$ cat src/hdl/scp_pkg.sv
// constants, types and keyword tables for the program message parser
// Functional notes
// RQ1: parameter needs at least one preceding space
// RQ2: optional words accepted present or absent
// RQ3: 0/OFF disables, 1/ON enables
// RQ4: numbers: integer, decimal point or exponent
// RQ5: DEFault, MINimum, MAXimum replace a number
// RQ6: trailing question mark makes a query
// RQ7: query with DEF/MIN/MAX reports that value
// RQ8: keyword matching ignores letter case
// RQ9: only long or short spelling; else error
// RQ10: short form: three or four letters
// RQ11: query mark and suffix kept in short form
// RQ12: common command is asterisk plus three letters
// RQ13: path starts at root, colon descends
// RQ14: semicolons split commands, each processed
// RQ15: colon after semicolon returns to root
// RQ16: plain semicolon keeps level; misplaced word errors
// RQ17: message starts at root; optional root skipped
// RQ18: leading colon allowed, same result
// RQ19: path pointer never moves up
// RQ20: common command leaves path level alone
// RQ21: host ends message with LF or EOI
// RQ22: in order; error drops rest of message
package scp_pkg;
  localparam int MAXW = 11;
  localparam int NKW = 16;
  localparam int NPK = 5;
  localparam int BUF_DEPTH = 2;

  localparam logic [7:0] CH_LF = 8'h0A;
  localparam logic [7:0] CH_SP = 8'h20;
  localparam logic [7:0] CH_COLON = 8'h3A;
  localparam logic [7:0] CH_SEMI = 8'h3B;
  localparam logic [7:0] CH_QUERY = 8'h3F;
  localparam logic [7:0] CH_STAR = 8'h2A;
  localparam logic [7:0] CH_DOT = 8'h2E;
  localparam logic [7:0] CH_PLUS = 8'h2B;
  localparam logic [7:0] CH_MINUS = 8'h2D;
  localparam logic [7:0] CH_EXP = 8'h45;
  localparam logic [7:0] CH_ZERO = 8'h30;
  localparam logic [7:0] CH_NINE = 8'h39;
  localparam logic [7:0] CH_UA = 8'h41;
  localparam logic [7:0] CH_UZ = 8'h5A;
  localparam logic [7:0] CH_LA = 8'h61;
  localparam logic [7:0] CH_LZ = 8'h7A;
  localparam logic [7:0] CASE_BIT = 8'h20;

  // one keyword: name right-justified, first letter in the highest used byte
  typedef struct packed {
    logic [8*MAXW-1:0] name;
    logic [3:0] len;
    logic [4:0] parent;
    logic is_cmd;
    logic is_path;
    logic opt;
    logic sfx;
  } scp_kw_t;

  // header tree; entry 0 is the root
  localparam scp_kw_t KW_TAB [0:NKW] = '{
    '{88'h0, 4'h0, 5'h00, 1'b0, 1'b0, 1'b0, 1'b0},
    '{"STATUS", 4'h6, 5'h00, 1'b0, 1'b1, 1'b0, 1'b0},
    '{"OPERATION", 4'h9, 5'h01, 1'b0, 1'b1, 1'b0, 1'b0},
    '{"PTRANSITION", 4'hB, 5'h02, 1'b1, 1'b0, 1'b0, 1'b0},
    '{"NTRANSITION", 4'hB, 5'h02, 1'b1, 1'b0, 1'b0, 1'b0},
    '{"ENABLE", 4'h6, 5'h02, 1'b1, 1'b0, 1'b0, 1'b0},
    '{"PRESET", 4'h6, 5'h01, 1'b1, 1'b0, 1'b0, 1'b0},
    '{"SYSTEM", 4'h6, 5'h00, 1'b0, 1'b1, 1'b0, 1'b0},
    '{"PRESET", 4'h6, 5'h07, 1'b1, 1'b0, 1'b0, 1'b0},
    '{"INITIATE", 4'h8, 5'h00, 1'b0, 1'b1, 1'b0, 1'b0},
    '{"IMMEDIATE", 4'h9, 5'h09, 1'b1, 1'b0, 1'b1, 1'b0},
    '{"CONTINUOUS", 4'hA, 5'h09, 1'b1, 1'b0, 1'b0, 1'b0},
    '{"SENSE", 4'h5, 5'h00, 1'b0, 1'b1, 1'b1, 1'b0},
    '{"CURRENT", 4'h7, 5'h0C, 1'b1, 1'b0, 1'b0, 1'b0},
    '{"TRIGGER", 4'h7, 5'h00, 1'b0, 1'b1, 1'b0, 1'b0},
    '{"TIMER", 4'h5, 5'h0E, 1'b1, 1'b0, 1'b0, 1'b0},
    '{"LAYER", 4'h5, 5'h0E, 1'b1, 1'b0, 1'b0, 1'b1}
  };

  // parameter keywords, indices 1 and 3 to 5 match the kinds below; OFF at 2 is a bool too
  localparam scp_kw_t PK_TAB [1:NPK] = '{
    '{"ON", 4'h2, 5'h00, 1'b0, 1'b0, 1'b0, 1'b0},
    '{"OFF", 4'h3, 5'h00, 1'b0, 1'b0, 1'b0, 1'b0},
    '{"DEFAULT", 4'h7, 5'h00, 1'b0, 1'b0, 1'b0, 1'b0},
    '{"MINIMUM", 4'h7, 5'h00, 1'b0, 1'b0, 1'b0, 1'b0},
    '{"MAXIMUM", 4'h7, 5'h00, 1'b0, 1'b0, 1'b0, 1'b0}
  };

  typedef enum logic [2:0] {PK_NONE, PK_BOOL, PK_NUM, PK_DEF, PK_MIN, PK_MAX} scp_pkind_t;
  typedef enum logic [1:0] {ER_NONE, ER_SYNTAX, ER_HEADER, ER_PARAM} scp_err_t;

  typedef struct packed {
    logic [7:0] data;
    logic eoi;
  } scp_rx_t;

  typedef struct packed {
    logic common;
    logic [4:0] node;
    logic [23:0] acro;
    logic query;
    logic [7:0] sfx;
    scp_pkind_t pkind;
    logic bval;
    logic neg;
    logic [31:0] mant;
    logic signed [7:0] exp10;
  } scp_cmd_t;
endpackage

$ cat src/hdl/scp_parser.sv
// program message parser: byte stream in, decoded commands out
`timescale 1ns/1ps
module scp_parser #(
  parameter int BUF_DEPTH = scp_pkg::BUF_DEPTH
) (
  input wire logic CLK_IN,
  input wire logic RST_B_IN,
  input wire scp_pkg::scp_rx_t RX_IN,
  input wire logic RX_VALID_IN,
  output logic RX_READY_OUT,
  output scp_pkg::scp_cmd_t CMD_OUT,
  output logic CMD_VALID_OUT,
  input wire logic CMD_READY_IN,
  output logic ERR_OUT,
  output scp_pkg::scp_err_t ERR_CODE_OUT,
  output logic MSG_DONE_OUT
);
  localparam int PW = (BUF_DEPTH > 1) ? $clog2(BUF_DEPTH) : 1;
  localparam int CW = $clog2(BUF_DEPTH + 1);
  localparam int MW = scp_pkg::MAXW;

  typedef enum logic [2:0] {ST_START, ST_HDR, ST_SP, ST_PKW, ST_PNUM, ST_PEND, ST_DROP} scp_st_t;

  // folds lower case onto upper case
  function automatic logic [7:0] fold(input logic [7:0] c);
    if (c >= scp_pkg::CH_LA && c <= scp_pkg::CH_LZ) return c & ~scp_pkg::CASE_BIT; // [RQ8]
    return c;
  endfunction

  // short spelling length of a keyword
  function automatic logic [3:0] short_len(input scp_pkg::scp_kw_t k);
    logic [7:0] c4;
    c4 = 8'h00;
    if (k.len <= 4'h4) return k.len; // [RQ10]
    c4 = k.name[8*(k.len-4) +: 8];
    if (c4 == "A" || c4 == "E" || c4 == "I" || c4 == "O" || c4 == "U" || c4 == "Y")
      return 4'h3; // [RQ10]
    return 4'h4; // [RQ10]
  endfunction

  // exact long or exact short spelling, suffix presence must agree
  function automatic logic kw_hit(input scp_pkg::scp_kw_t k, input logic [8*MW-1:0] w,
                                  input logic [3:0] wlen, input logic has_sfx);
    if (k.len == 4'h0 || k.sfx != has_sfx) return 1'b0; // [RQ11]
    if (wlen != k.len && wlen != short_len(k)) return 1'b0; // [RQ9]
    for (int i = 0; i < MW; i++) begin
      if (i < int'(wlen) && w[8*i +: 8] != k.name[8*(int'(k.len)-1-i) +: 8]) return 1'b0;
    end
    return 1'b1;
  endfunction

  // finds a header word below the current node
  function automatic logic [4:0] lookup(input logic [4:0] cur, input logic [8*MW-1:0] w,
                                        input logic [3:0] wlen, input logic has_sfx);
    logic [4:0] p;
    p = 5'h00;
    for (int e = 1; e <= scp_pkg::NKW; e++) begin
      p = scp_pkg::KW_TAB[e].parent;
      // at the root, children of an optional root stand in for it
      if ((p == cur || (cur == 5'h00 && p != 5'h00 && scp_pkg::KW_TAB[p].opt)) &&
          kw_hit(scp_pkg::KW_TAB[e], w, wlen, has_sfx)) // [RQ17]
        return 5'(e);
    end
    return 5'h00;
  endfunction

  // implied command word under a path node
  function automatic logic [4:0] opt_child(input logic [4:0] n);
    for (int e = 1; e <= scp_pkg::NKW; e++) begin
      if (scp_pkg::KW_TAB[e].parent == n && scp_pkg::KW_TAB[e].opt &&
          scp_pkg::KW_TAB[e].is_cmd) return 5'(e); // [RQ2]
    end
    return 5'h00;
  endfunction

  // input buffer
  scp_pkg::scp_rx_t mem [BUF_DEPTH];
  logic [PW-1:0] wr_ptr;
  logic [PW-1:0] rd_ptr;
  logic [CW-1:0] cnt;
  // parser state
  scp_st_t st;
  logic inj;
  logic colon_seen;
  logic [4:0] cur;
  logic [4:0] path;
  logic [4:0] pend_lvl;
  logic [8*MW-1:0] word;
  logic [3:0] wlen;
  logic has_sfx;
  logic [7:0] sfx;
  logic query;
  logic common;
  scp_pkg::scp_cmd_t pend;
  logic [31:0] mant;
  logic signed [7:0] exp_adj;
  logic [7:0] e_val;
  logic neg;
  logic n_dig;
  logic n_frac;
  logic n_exp;
  logic n_edig;
  logic n_esgn;
  logic e_neg;
  // decode
  logic stall;
  logic go;
  logic pop;
  logic [7:0] c;
  logic [7:0] u;
  logic [3:0] dig;
  logic is_alpha;
  logic is_dig;
  logic c_end;
  logic c_stop;
  logic [4:0] hdr_id;
  logic [4:0] fin_leaf;
  logic hdr_ok;
  logic [2:0] pm;
  logic num_ok;
  logic signed [7:0] exp_fin;
  logic fault;
  logic emit;
  scp_pkg::scp_cmd_t done_cmd;

  assign stall = CMD_VALID_OUT && !CMD_READY_IN;
  assign go = (cnt != '0 || inj) && !stall;
  assign pop = cnt != '0 && !inj && !stall;
  // an end-or-identify on a data byte is followed by a synthetic line feed
  assign c = inj ? scp_pkg::CH_LF : mem[rd_ptr].data;
  assign u = fold(c);
  assign dig = 4'(c - scp_pkg::CH_ZERO);
  assign is_alpha = u >= scp_pkg::CH_UA && u <= scp_pkg::CH_UZ;
  assign is_dig = c >= scp_pkg::CH_ZERO && c <= scp_pkg::CH_NINE;
  assign c_end = c == scp_pkg::CH_LF; // [RQ21]
  assign c_stop = c_end || c == scp_pkg::CH_SEMI; // [RQ14]
  assign RX_READY_OUT = cnt != CW'(BUF_DEPTH);

  // two-entry skid buffer ahead of the parser
  always_ff @(posedge CLK_IN) begin
    if (!RST_B_IN) begin
      wr_ptr <= '0;
      rd_ptr <= '0;
      cnt <= '0;
    end else begin
      if (RX_VALID_IN && RX_READY_OUT) begin
        mem[wr_ptr] <= RX_IN;
        wr_ptr <= (wr_ptr == PW'(BUF_DEPTH - 1)) ? '0 : wr_ptr + 1'b1;
      end
      if (pop) rd_ptr <= (rd_ptr == PW'(BUF_DEPTH - 1)) ? '0 : rd_ptr + 1'b1;
      cnt <= cnt + CW'(RX_VALID_IN && RX_READY_OUT) - CW'(pop);
    end
  end

  // word resolution on the current word registers
  always_comb begin
    hdr_id = lookup(cur, word, wlen, has_sfx); // [RQ13]
    if (scp_pkg::KW_TAB[hdr_id].is_cmd) fin_leaf = hdr_id;
    else if (scp_pkg::KW_TAB[hdr_id].is_path) fin_leaf = opt_child(hdr_id); // [RQ2]
    else fin_leaf = 5'h00;
    // common commands: asterisk and exactly three letters
    hdr_ok = common ? (wlen == 4'h3 && !has_sfx) : fin_leaf != 5'h00; // [RQ12]
    pm = 3'h0;
    for (int i = 1; i <= scp_pkg::NPK; i++) begin
      if (pm == 3'h0 && kw_hit(scp_pkg::PK_TAB[i], word, wlen, 1'b0)) pm = 3'(i);
    end
    num_ok = n_dig && (!n_exp || n_edig); // [RQ4]
    exp_fin = exp_adj + (e_neg ? -$signed(e_val) : $signed(e_val));
  end

  // per-character legality and command completion
  always_comb begin
    fault = 1'b0;
    emit = 1'b0;
    case (st)
      ST_START: begin
        if (c == scp_pkg::CH_COLON || c == scp_pkg::CH_STAR) fault = colon_seen;
        else if (c_end) fault = colon_seen;
        else if (!(c == scp_pkg::CH_SP || is_alpha)) fault = 1'b1;
      end
      ST_HDR: begin
        if (is_alpha) fault = has_sfx || query || wlen == 4'(MW);
        else if (is_dig) fault = common || wlen == 4'h0 || query;
        else if (c == scp_pkg::CH_QUERY) fault = query; // [RQ6]
        else if (c == scp_pkg::CH_COLON)
          fault = common || query || !scp_pkg::KW_TAB[hdr_id].is_path; // [RQ13]
        else if (c == scp_pkg::CH_SP || c_stop) begin
          fault = !hdr_ok; // [RQ9]
          emit = c_stop;
        end else fault = 1'b1; // [RQ1]
      end
      ST_SP: begin
        if (c_stop) emit = 1'b1;
        else if (!(c == scp_pkg::CH_SP || is_alpha || is_dig || c == scp_pkg::CH_DOT ||
                   c == scp_pkg::CH_PLUS || c == scp_pkg::CH_MINUS)) fault = 1'b1;
      end
      ST_PKW: begin
        if (is_alpha) fault = wlen == 4'(MW);
        else if (c == scp_pkg::CH_SP || c_stop) begin
          fault = pm == 3'h0; // [RQ5]
          emit = c_stop;
        end else fault = 1'b1;
      end
      ST_PNUM: begin
        if (is_dig) fault = 1'b0;
        else if (c == scp_pkg::CH_DOT) fault = n_frac || n_exp;
        else if (u == scp_pkg::CH_EXP) fault = n_exp || !n_dig;
        else if (c == scp_pkg::CH_PLUS || c == scp_pkg::CH_MINUS)
          fault = !n_exp || n_edig || n_esgn;
        else if (c == scp_pkg::CH_SP || c_stop) begin
          fault = !num_ok; // [RQ4]
          emit = c_stop;
        end else fault = 1'b1;
      end
      ST_PEND: begin
        if (c_stop) emit = 1'b1;
        else if (c != scp_pkg::CH_SP) fault = 1'b1;
      end
      default: begin
        fault = 1'b0;
      end
    endcase
    if (!go || fault) emit = 1'b0; // [RQ22]
    if (!go) fault = 1'b0;
  end

  // the command as it leaves, header fields or pending plus parameter
  always_comb begin
    done_cmd = pend;
    if (st == ST_HDR) begin
      done_cmd = '0;
      done_cmd.common = common;
      done_cmd.node = common ? 5'h00 : fin_leaf;
      done_cmd.acro = word[23:0];
      done_cmd.query = query; // [RQ6]
      done_cmd.sfx = sfx;
      done_cmd.pkind = scp_pkg::PK_NONE;
    end else if (st == ST_PKW) begin
      // a query carrying DEF/MIN/MAX asks for that limit
      case (pm)
        3'h1: done_cmd.pkind = scp_pkg::PK_BOOL; // [RQ3]
        3'h2: done_cmd.pkind = scp_pkg::PK_BOOL; // [RQ3]
        3'h3: done_cmd.pkind = scp_pkg::PK_DEF; // [RQ5] [RQ7]
        3'h4: done_cmd.pkind = scp_pkg::PK_MIN; // [RQ5] [RQ7]
        default: done_cmd.pkind = scp_pkg::PK_MAX; // [RQ5] [RQ7]
      endcase
      done_cmd.bval = pm == 3'h1; // [RQ3]
    end else if (st == ST_PNUM) begin
      done_cmd.pkind = scp_pkg::PK_NUM;
      done_cmd.mant = mant;
      done_cmd.neg = neg;
      done_cmd.exp10 = exp_fin;
      done_cmd.bval = mant != 32'h0; // [RQ3]
    end
  end

  // parser walk through the message
  always_ff @(posedge CLK_IN) begin
    if (!RST_B_IN) begin
      st <= ST_START;
      inj <= 1'b0;
      colon_seen <= 1'b0;
      cur <= 5'h00;
      path <= 5'h00;
      pend_lvl <= 5'h00;
      word <= '0;
      wlen <= 4'h0;
      has_sfx <= 1'b0;
      sfx <= 8'h00;
      query <= 1'b0;
      common <= 1'b0;
      pend <= '0;
      mant <= 32'h0;
      exp_adj <= 8'sh00;
      e_val <= 8'h00;
      neg <= 1'b0;
      {n_dig, n_frac, n_exp, n_edig, n_esgn, e_neg} <= 6'h00;
    end else if (go) begin
      inj <= pop && mem[rd_ptr].eoi && mem[rd_ptr].data != scp_pkg::CH_LF; // [RQ21]
      if (fault && !c_end) st <= ST_DROP; // [RQ22]
      else if (c_end) begin
        // every new message starts again at the root
        st <= ST_START;
        cur <= 5'h00; // [RQ17]
        path <= 5'h00;
        colon_seen <= 1'b0;
        wlen <= 4'h0;
      end else if (emit) begin
        // sibling commands continue at the level just used
        st <= ST_START;
        path <= (st == ST_HDR) ? (common ? path : scp_pkg::KW_TAB[fin_leaf].parent) : pend_lvl;
        cur <= (st == ST_HDR) ? (common ? path : scp_pkg::KW_TAB[fin_leaf].parent) : pend_lvl; // [RQ16] [RQ20]
        colon_seen <= 1'b0;
        wlen <= 4'h0;
      end else begin
        case (st)
          ST_START: begin
            if (c == scp_pkg::CH_COLON) begin
              colon_seen <= 1'b1;
              cur <= 5'h00; // [RQ15] [RQ18]
            end else if (c == scp_pkg::CH_STAR || is_alpha) begin
              st <= ST_HDR;
              common <= c == scp_pkg::CH_STAR; // [RQ12]
              word <= '0;
              word[7:0] <= u;
              wlen <= (c == scp_pkg::CH_STAR) ? 4'h0 : 4'h1;
              {has_sfx, query} <= 2'b00;
              sfx <= 8'h00;
            end
          end
          ST_HDR: begin
            if (is_alpha) begin
              word[8*wlen +: 8] <= u;
              wlen <= wlen + 4'h1;
            end else if (is_dig) begin
              has_sfx <= 1'b1; // [RQ11]
              sfx <= 8'(sfx * 8'h0A) + {4'h0, dig};
            end else if (c == scp_pkg::CH_QUERY) query <= 1'b1;
            else if (c == scp_pkg::CH_COLON) begin
              cur <= hdr_id; // [RQ13] [RQ19]
              word <= '0;
              wlen <= 4'h0;
              has_sfx <= 1'b0;
              sfx <= 8'h00;
            end else begin
              // header done by a space: hold it while the parameter arrives
              st <= ST_SP; // [RQ1]
              pend <= done_cmd;
              pend_lvl <= common ? path : scp_pkg::KW_TAB[fin_leaf].parent; // [RQ20]
            end
          end
          ST_SP: begin
            if (is_alpha) begin
              st <= ST_PKW;
              word <= '0;
              word[7:0] <= u;
              wlen <= 4'h1;
            end else if (c != scp_pkg::CH_SP) begin
              st <= ST_PNUM;
              mant <= is_dig ? {28'h0, dig} : 32'h0;
              n_dig <= is_dig;
              n_frac <= c == scp_pkg::CH_DOT;
              neg <= c == scp_pkg::CH_MINUS;
              exp_adj <= 8'sh00;
              e_val <= 8'h00;
              {n_exp, n_edig, n_esgn, e_neg} <= 4'h0;
            end
          end
          ST_PKW: begin
            if (is_alpha) begin
              word[8*wlen +: 8] <= u;
              wlen <= wlen + 4'h1;
            end else begin
              st <= ST_PEND;
              pend <= done_cmd;
            end
          end
          ST_PNUM: begin
            if (is_dig && n_exp) begin
              e_val <= 8'(e_val * 8'h0A) + {4'h0, dig};
              n_edig <= 1'b1;
            end else if (is_dig) begin
              // mantissa wraps past 32 bits; long digit strings are a limitation
              mant <= (mant * 32'h0000000A) + {28'h0, dig};
              n_dig <= 1'b1;
              if (n_frac) exp_adj <= exp_adj - 8'sh01; // [RQ4]
            end else if (c == scp_pkg::CH_DOT) n_frac <= 1'b1;
            else if (u == scp_pkg::CH_EXP) n_exp <= 1'b1; // [RQ4]
            else if (c == scp_pkg::CH_PLUS || c == scp_pkg::CH_MINUS) begin
              n_esgn <= 1'b1;
              e_neg <= c == scp_pkg::CH_MINUS;
            end else begin
              st <= ST_PEND;
              pend <= done_cmd;
            end
          end
          default: begin
            st <= st;
          end
        endcase
      end
    end
  end

  // command output register, held until taken
  always_ff @(posedge CLK_IN) begin
    if (!RST_B_IN) begin
      CMD_OUT <= '0;
      CMD_VALID_OUT <= 1'b0;
    end else if (emit) begin
      CMD_OUT <= done_cmd; // [RQ22]
      CMD_VALID_OUT <= 1'b1;
    end else if (CMD_READY_IN) begin
      CMD_VALID_OUT <= 1'b0;
    end
  end

  // error and message end pulses
  always_ff @(posedge CLK_IN) begin
    if (!RST_B_IN) begin
      ERR_OUT <= 1'b0;
      ERR_CODE_OUT <= scp_pkg::ER_NONE;
      MSG_DONE_OUT <= 1'b0;
    end else begin
      ERR_OUT <= fault; // [RQ9] [RQ22]
      if (fault) begin
        case (st)
          ST_START: ERR_CODE_OUT <= scp_pkg::ER_SYNTAX;
          ST_HDR: ERR_CODE_OUT <= scp_pkg::ER_HEADER;
          default: ERR_CODE_OUT <= scp_pkg::ER_PARAM;
        endcase
      end
      MSG_DONE_OUT <= go && c_end;
    end
  end
endmodule // scp_parser

$ cat config.mk
export PLATFORM = sky130hd
export DESIGN_NAME = scp_parser
export DESIGN_NICKNAME = d
export VERILOG_FILES = /design/src/hdl/scp_pkg.sv /design/src/hdl/scp_parser.sv
export SDC_FILE = /design/constraint.sdc
export NUM_CORES = 1
export LEC_CHECK = 0
export BUFFER_PORTS_ARGS = -buffer_cell sky130_fd_sc_hd__clkbuf_2
export CORE_ASPECT_RATIO = 1.5
export CORE_UTILIZATION = 60
export DETAILED_ROUTE_END_ITERATION = 12
export GPL_TIMING_DRIVEN = 0
export PLACE_DENSITY_LB_ADDON = 0.1
export SETUP_SLACK_MARGIN = 0.2
export SYNTH_ARGS = -nofsm -noshare
export SYNTH_HDL_FRONTEND = slang
export SYNTH_SLANG_ARGS = --single-unit
$ cat constraint.sdc
create_clock -name CLK_IN -period 7.8 [get_ports CLK_IN]
set_clock_uncertainty 0.2 [all_clocks]
set_input_delay 1.56 -clock CLK_IN [delete_from_list [all_inputs] [get_ports CLK_IN]]
set_output_delay 1.56 -clock CLK_IN [all_outputs]
set_load 0.01 [all_outputs]
* Word-level counts from Yosys, hierarchy flattened
Memories as Yosys holds them, arrays and structs flattened. A register that Yosys moved wholly into a read port is not among the register bits. Index checks and enable logic that the tools add are counted. Widths: inputs -> output; s select.
Cells by class: multiply operators 3, eq/ne operators 184, bitwise operators 9, $lt $le $gt $ge 19, reduce and logical (&&, ||, !) cells 208, add/subtract/negate cells 13, mux-type cells 6093, shifts and indexed selects 2
Operator list (count):
- $mux 1 | 5843
- $mux 84 | 10
- $mux 88 | 8
- $ne 8x7->1 const B | 76
- $mux 5 | 96
- $pmux 88 s4 | 1
- $pmux 84 s3 | 1
- $mux 4 | 62
- $logic_and 1x1->1 | 132
- $mux 32 | 4
- $mux 8 | 16
- $mux 45 | 2
- $bwmux 88 | 1
- $shift 8x34->88 const A | 1
- $shiftx 8x34->88 | 1
- $mux 3 | 26
- $ne 8x8->1 const B | 9
- $eq 8x6->1 const B | 8
- $pmux 32 s2 | 1
- $ne 4x4->1 const B | 13
- $reduce_and 10->1 | 5
- $pmux 8 s2 | 3
- $ne 2x2->1 const B | 23
- $ne 5x4->1 const B | 9
- 76 further kinds | 180
Word-level totals: output and inout port bits 90, register bits after elaboration 355, ROM bits 6464, memory bits (writable) 18, logic and storage cells 6583, memories 3, bits of input ports 13
Memories:
- (no name shown) | depth 32, width 101, read ports 1, clocked after Yosys merged registers in 0, write ports 0, line scp_parser.sv:329 | pend_lvl <= common ? path : scp_pkg::KW_TAB[fin_leaf].parent;
- (no name shown) | depth 32, width 101, read ports 1, clocked after Yosys merged registers in 0, write ports 0, line scp_parser.sv:186 | fault = common || query || !scp_pkg::KW_TAB[hdr_id].is_path;
- mem | depth 2, width 9, read ports 1, clocked after Yosys merged registers in 1, write ports 1, line scp_parser.sv:77 | scp_pkg::scp_rx_t mem [BUF_DEPTH];

* Logic depth before layout (Yosys ltp)
Gate-level depths: netlist (run 1).
depth in word-level cells 3271, depth in mapped cells 26, mapped depth without buffers 21

* Least setup slack after synthesis (run 1)
No wires, ideal clock.
kind register -> register, start register wlen[0], end register mant[4], buffers on the path 3, library setup time 0.070 ns, arrival 5.617 ns, clock period less this slack 5.887 ns, required time 7.530 ns, setup slack 1.913 ns, cell stages (with the launch flop) 25, cell sequence dfxtp_1 > clkbuf_1 > inv_2 > ha_1 > nand2b_1 > clkbuf_1 > nand2_1 > a2111o_1 > nor4_2 > a211oi_1 > a31oi_1 > a41o_1 > inv_1 > ha_1 > inv_1 > nor2_1 > a32oi_1 > a21oi_2 > o31ai_4 > nor4_1 > o31a_1 > or4_1 > clkbuf_1 > or4_1 > a21oi_1
Between the ends: word-level cells in the longest chain between the ends 236, elaborated cells between the ends (all ways) 5776, those cells by class order compare: 11; eq/ne: 18; mux: 5609; bitwise: 3; reduce/logical: 134; memory: 1
Ends and longest elaborated chain:
- start, declared | line scp_parser.sv:89 | logic [3:0] wlen;
- start signal, assigned | line scp_parser.sv:306 | wlen <= (c == scp_pkg::CH_STAR) ? 4'h0 : 4'h1;
- start signal, assigned | line scp_parser.sv:314 | wlen <= wlen + 4'h1;
- start signal, assigned | line scp_parser.sv:352 | wlen <= wlen + 4'h1;
- parallel branches: the longest is 231 deep, another holds $ne 4x3->1
- $pmux 1 s6 (*) | line scp_parser.sv:175 | case (st)
- $logic_or 1x1->1 or $mux 1 (tied branches) | line scp_parser.sv:223, scp_parser.sv:224
- $mux 1 or $logic_and 1x1->1 (tied branches) | line scp_parser.sv:223, scp_parser.sv:280
- $not 1->1 (no line)
- $reduce_and 9->1 (no line) (*)
- end signal, assigned | line scp_parser.sv:340 | mant <= is_dig ? {28'h0, dig} : 32'h0;
- end signal, assigned | line scp_parser.sv:364 | mant <= (mant * 32'h0000000A) + {28'h0, dig};
- end, declared | line scp_parser.sv:95 | logic [31:0] mant;
Mark *: on every way between the ends. The select of a mux whose other input is x is not followed. A chain may end at the register's enable or synchronous reset.

* Worst setup path in the final report (run 1)
start register wlen[0], end register CMD_OUT[79] (netlist name)
Between the ends: word-level cells in the longest chain between the ends 234, elaborated cells between the ends (all ways) 5773, those cells by class order compare: 11; eq/ne: 18; mux: 5610; bitwise: 1; reduce/logical: 132; memory: 1
Ends and longest elaborated chain:
- parallel branches: the longest is 234 deep, another holds $ne 4x3->1
- end signal, assigned | line scp_parser.sv:391 | CMD_OUT <= done_cmd;
- end, declared | line scp_parser.sv:11 | output scp_pkg::scp_cmd_t CMD_OUT,
Several ways; the timed one is not identified. The select of a mux whose other input is x is not followed.

==> results of run 1 <==
[layer usage]
| layer | track usage (%) | wire length [um] |
|---|---|---|
| met1 | 44.1 | 28500 |
| met2 | 78.2 | 42200 |
| met3 | 7.87 | 6390 |
| met4 | 47.9 | 10500 |
| met5 | 0 | 11 |
[what timing repair did]
item	in CTS	in global routing
setup endpoints to repair	349	298
pin swaps	1	1
buffers inserted	1	2
resized for setup	13	28
[stage by stage]
stage                     worst slack (ns)  TNS [ns]  instances  cell area (sq um)
final                                0.452         0       3387              24800
after global routing                 0.175         0       3384              24800
after CTS                            0.231         0       3381              24700
after detailed placement             -1.33   -263.33       3312              23400
after global placement               -1.23   -241.99       3310              23400
after floorplan                       1.91         0       2724              22300
[report_power, final]
group / internal, mW / switching, mW / total, mW
Combinational: 0.375 / 1.19 / 1.57
Clock: 1.05 / 0.817 / 1.87
Sequential: 2.02 / 0.0637 / 2.09
[layout make-up]
cell class              count  area (sq um)  share of cell area (%)
flip-flops and latches    374          7670                    30.9
diodes                      3          7.51                  0.0302
well taps                 484           606                    2.44
clock buffers              51          1080                    4.36
repair buffers            108           561                    2.26
multi-input cells        2106         13800                    55.4
plain buffers             173           701                    2.82
clock inverters            17           169                   0.681
inverters                  71           267                    1.07
[kinds of logic after synthesis]
family / share of synthesized area (%)
muxes: 4.68
DFF: 34.4
adders and majority gates: 6.08
and+or+nand+nor: 26.9
buffers and inverters: 4.23
xor gates and xnor gates: 3.22
AOI/OAI and AO/OA: 20.4
[registers in the layout, summed over array words and instances (netlist names), 3 cells and up, named ones only]
register  count
CMD_OUT      84
cur           5
e_val         8
exp_adj       8
mant         32
mem          18
path          5
pend         84
pend_lvl      5
sfx           8
st            3
wlen          4
word         88
[cells in the mapped netlist (25+ instances only)]
library cell    n  area [sq um]
nor2_1        405          1520
dfxtp_1       356          7130
nand2_1       224           841
clkbuf_1      141           529
a21oi_1       114           571
mux2i_1       102          1020
ha_1           97          1210
nand3_1        97           485
a211oi_1       93           698
nor3_1         89           445
inv_1          68           255
o21ai_0        68           340
xnor2_1        53           464
a22oi_1        41           308
nor2b_1        40           250
nand4_1        37           231
a31oi_1        36           225
nor3b_1        33           248
a311oi_1       32           280
nor4_1         29           181
xor2_1         29           254
or3_1          25           156
[worst register-to-register path, delay by kind of cell (launching register included)]
family	cells	cell delay, ns
AND/OR/NAND/NOR	8	2.61
AO/OA/AOI/OAI	7	2.13
buffers and inverters	6	1.46
adder cells (fa/ha/maj)	2	0.50
flip-flops	1	0.33
[how the worst max path moves through the flow]
stage	cells past startpoint	startpoint	end
after floorplan	24	wlen[0]	mant[4]
after global placement	24	wlen[0]	CMD_OUT[31]
after detailed placement	24	wlen[0]	CMD_OUT[32]
after CTS	25	wlen[0]	mant[28]
after global routing	24	wlen[0]	CMD_OUT[66]
final	23	wlen[0]	CMD_OUT[79]
==> reports/results.ini, run 1 <==
[run_status]
status = finished, violations left
violations = design-rule violations

[worst_setup_path]
end_kind = flip-flop
worst_path_largest_cell_delay_ns = 0.84
crit_buf_inv = 6
arrival_ns = 7.55
reg2reg_from = wlen[0]
cp_slowest_cell = or4b_2
critPathTopFamily = simple AND/OR/NAND/NOR gates
worst-path-max-fanout = 11
worstSetupPathType = flip-flop to flip-flop
reg2reg_slack_ns = 0.45
worstPathRequired_ns = 8.00
rr_endpoint = CMD_OUT[79]
r2r_cells = 23
path_cells = clkbuf_2 -> inv_2 -> ha_1 -> nor3b_4 -> a31oi_1 -> or4b_2 -> o41ai_1 -> nor4_1 -> a41o_1 -> inv_1 -> ha_1 -> inv_1 -> nand4bb_1 -> o2bb2ai_1 -> a211oi_2 -> o31ai_4 -> nor4_2 -> o31ai_2 -> buf_2 -> nand3_1 -> clkbuf_1 -> nor2_1 -> nor3_1
start_kind = flip-flop

[synth]
synth_warnings = 0
netlist_area_sq_um = 22300
ys.flop_type = dfxtp_1
ys_async_sr_fraction_pct = 0
ys_ff_latch = 374
synth_edf_count = 18
avgSynthCellArea_sq_um = 8.18
synth_fp_nets = 2841
ys_types = 94
netlist_instances = 2724
seq_area_frac_synth_pct = 34.4

[sta]
rsz0062_at_grt = no
max_freq_ghz = 0.136
hold_violations = 0
whs_ns = 0.236
slew_headroom_pct = 7.85
finalCriticalPeriod_ns = 7.35
maxSlewViolCount = 0
timing.final.crit_share_pct = 94.2
worst_pin_slew_ns = 1.37
setup_viol = 0

[grt]
gr-total-overflow = 0
grt_max_degree = 18
grt_pass1_vias = 23007
antenna_found_initial = 4
grt_pass1_wl_mm = 131
grtUsageTotal_pct = 45.1

[clock_tree]
cts_buffers = 37
clock_latency_ns = 0.56
path_clk_slew_ns = 0.07
htreeDepth = 2
hold_buffers = 0
cts.path.max_buffers = 3
clock_sinks = 374
tritoncts = yes
root_buffer = clkbuf_16

[routing]
wl_per_cell_um = 25.9
drc = 4
vias_per_cell = 6.90
ant_nets = 0
firstDrtPassIters = 13
drt_iter0_markers = 2298
vias = 23375
wirelength_mm = 87.6

[final_layout]
n_fill_cell = 3089
layout_common_cells = nor2_1, dfxtp_1, nand2_1, clkbuf_1, clkbuf_2
nets = 2988
final_util_pct = 67.6
syn_to_final_growth_pct = 11.4
layout_commonest_cell = nor2_1
layout-drive-gt1-share_pct = 9.31

[min_path]
worst_hold_startpoint = word[87]
min_to = word[87]
hold_depth = 2
hp-class = flip-flop to flip-flop

[floorplan]
die_h_um = 238
rows = 86
start_util_pct = 60.7
core_sq_um = 36700
die_w_um = 159
io_pins = 103
dieArea_sq_um = 37900

[placed_design]
port_buffers = 102
place_hpwl_mm = 67.1
place_congestion = 1.03

[power_and_ir_drop]
peakVddDrop_mv = 0.192
power_leakage_nw = 9.47
finalPower_mw = 5.52
power_per_cell_area_nw_per_um2 = 223

[job]
cap_viol_max_count = 0

No activity file was read; power rests on OpenSTA's default activity.
==> run 2, diff against run 1 <==
CAP_MARGIN = 20   (was unset)
CELL_PAD_IN_SITES_DETAIL_PLACEMENT = 1   (was unset)
CELL_PAD_IN_SITES_GLOBAL_PLACEMENT = 1   (was unset)
CORE_UTILIZATION = 47   (was 60)
==> reports/results.ini, run 2 (synthesis results as in run 1) <==
[final_layout]
layout_commonest_cell = nor2_1
final_util_pct = 54.1
nets = 3004
largest-register = word
top_regs = word: 88 flops, CMD_OUT: 84 flops, pend: 84 flops
layout-drive-gt1-share_pct = 10.0
final_design_area_no_fill_sq_um = 25300
layout_common_cells = nor2_1, dfxtp_1, nand2_1, clkbuf_1, clkbuf_2
antennaDiodeCount = 0
syn_to_final_growth_pct = 13.4
largest_reg_flops = 88

[power_and_ir_drop]
netSwitchingPower_mw = 2.16
clockPowerShare_pct = 36.9
peakVddDrop_mv = 0.215
internal_power_mw = 3.70
power_leakage_nw = 9.63
power_per_cell_area_nw_per_um2 = 232
power_frac_comb_pct = 27.5
p_seq_share_pct = 35.6
power.share.switching_pct = 36.9

[routing]
vias = 23143
wirelength_mm = 97.9
vias_per_cell = 6.59
wl_per_cell_um = 27.9
drt_iter0_markers = 1370
firstDrtPassIters = 5
drc = 0
ant_nets = 0

[clock_tree]
htreeDepth = 2
root_buffer = clkbuf_16
cts_buffers = 41
path_clk_slew_ns = 0.06
cts.path.max_buffers = 3
clock_sinks = 374
clock_latency_ns = 0.57
tritoncts = yes

[worst_setup_path]
cp-startpoint = word[28]
start_kind = flip-flop
worstPathRequired_ns = 8.04
reg2reg_slack_ns = 0.46
crit_end = exp_adj[6]
worstSetupPathType = flip-flop to flip-flop
arrival_ns = 7.58
rr_endpoint = exp_adj[6]
end_kind = flip-flop
worst-path-max-fanout = 10
r2r_cells = 21
reg2reg_from = word[28]

[grt]
antenna_found_initial = 1
grt_max_degree = 15
gr-total-overflow = 0
grtUsageTotal_pct = 39.9
grt_pass1_vias = 24243
grt_pass1_wl_mm = 146

[floorplan]
die_w_um = 180
start_util_pct = 47.7
core_sq_um = 46700
die_h_um = 269
io_pins = 103
dieArea_sq_um = 48300
rows = 97

[sta]
setup_viol = 0
slew_headroom_pct = 21.1
worst_pin_slew_ns = 1.18
rsz0062_at_grt = no
max_freq_ghz = 0.136
maxSlewViolCount = 0
timing.final.crit_share_pct = 94.1
finalCriticalPeriod_ns = 7.34
hold_violations = 0

[job]
cap_viol_max_count = 0

[placed_design]
port_buffers = 102
place_hpwl_mm = 76.7
place_congestion = 1.02
place_area_sq_um = 23600

[min_path]
hp-class = flip-flop to flip-flop

[run_status]
status = complete, no violations

[run 2: changes by cell type in the layout (fill, tap and decap cells not counted), moves of 3 or more]
cell,change
bufinv_16,+6
buf_4,+8
diode_2,-3
buf_2,+3
clkbuf_4,+3
[run 2: power groups by stage]
stage               clock network (mW)  registers [mW]  logic, mW
floorplan                            0            2.11      0.929
global placement                     0            2.12       1.48
detailed placement                   0            2.13       1.54
CTS                               2.18            2.08       1.55
global route                      2.25            2.09       1.69
finish                            2.17            2.09       1.61
[run 2: worst min-delay path by stage]
stage,start,depth (start not counted),end,slack (ns)
after floorplan,word[87],2,word[87],0.21
after global placement,word[87],2,word[87],0.23
after detailed placement,word[87],2,word[87],0.24
after CTS,word[87],2,word[87],0.25
after global routing,word[87],2,word[87],0.26
final,word[87],2,word[87],0.26
[run 2: worst max-delay path: stages (launching register included)]
cell and delay, ns:
dfxtp_1 0.34, nor4b_2 0.87, a31oi_1 0.50, or2_2 0.51, nor4_1 0.54, a211oi_1 0.19, a31oi_1 0.25, a41o_1 0.28
inv_1 0.15, ha_1 0.25, inv_1 0.06, nor2_1 0.04, a32oi_1 0.26, a21oi_2 0.14, or2_2 0.35, nor3_1 0.51
o31a_1 0.38, buf_2 0.37, buf_2 0.42, nor2_2 0.18, nand3_1 0.28, o21ai_0 0.13
[run 2: stage by stage]
stage | worst slack [ns] | hold slack, ns | TNS, ns | power (mW) | std cells
global route | 0.191 | 0.262 | 0 | 6.03 | 3510
global placement | -1.43 | 0.227 | -296.78 | 3.59 | 3420
floorplan | 1.91 | 0.212 | 0 | 3.04 | 2724
CTS | 0.203 | 0.246 | 0 | 5.82 | 3504
finish | 0.462 | 0.257 | 0 | 5.86 | 3510
detailed placement | -1.04 | 0.237 | -144.87 | 3.66 | 3431
[run 2: routing by layer]
metal,up-vias,GRT usage (%),wire [um]
met2,797,74.4,50300
met1,11501,37.5,32800
met4,2,38.7,10400
met5,-,0,18
li1,10427,-,-
met3,416,5.61,4290
[run 2: area by class of cell]
class | instances | area (sq um)
clock inverters | 21 | 340
clock buffers | 51 | 1120
fillers | 5701 | 21500
inverters | 71 | 267
multi-input cells | 2106 | 13800
repair buffers | 120 | 633
well taps | 594 | 743
flip-flops and latches | 374 | 7670
plain buffers | 173 | 706
[run 2: repair_timing]
item	CTS	global route
endpoints found under the setup margin	348	297
hold buffers	0	0
gates resized for setup	20	22
pin swaps	1	3
buffers inserted	1	3
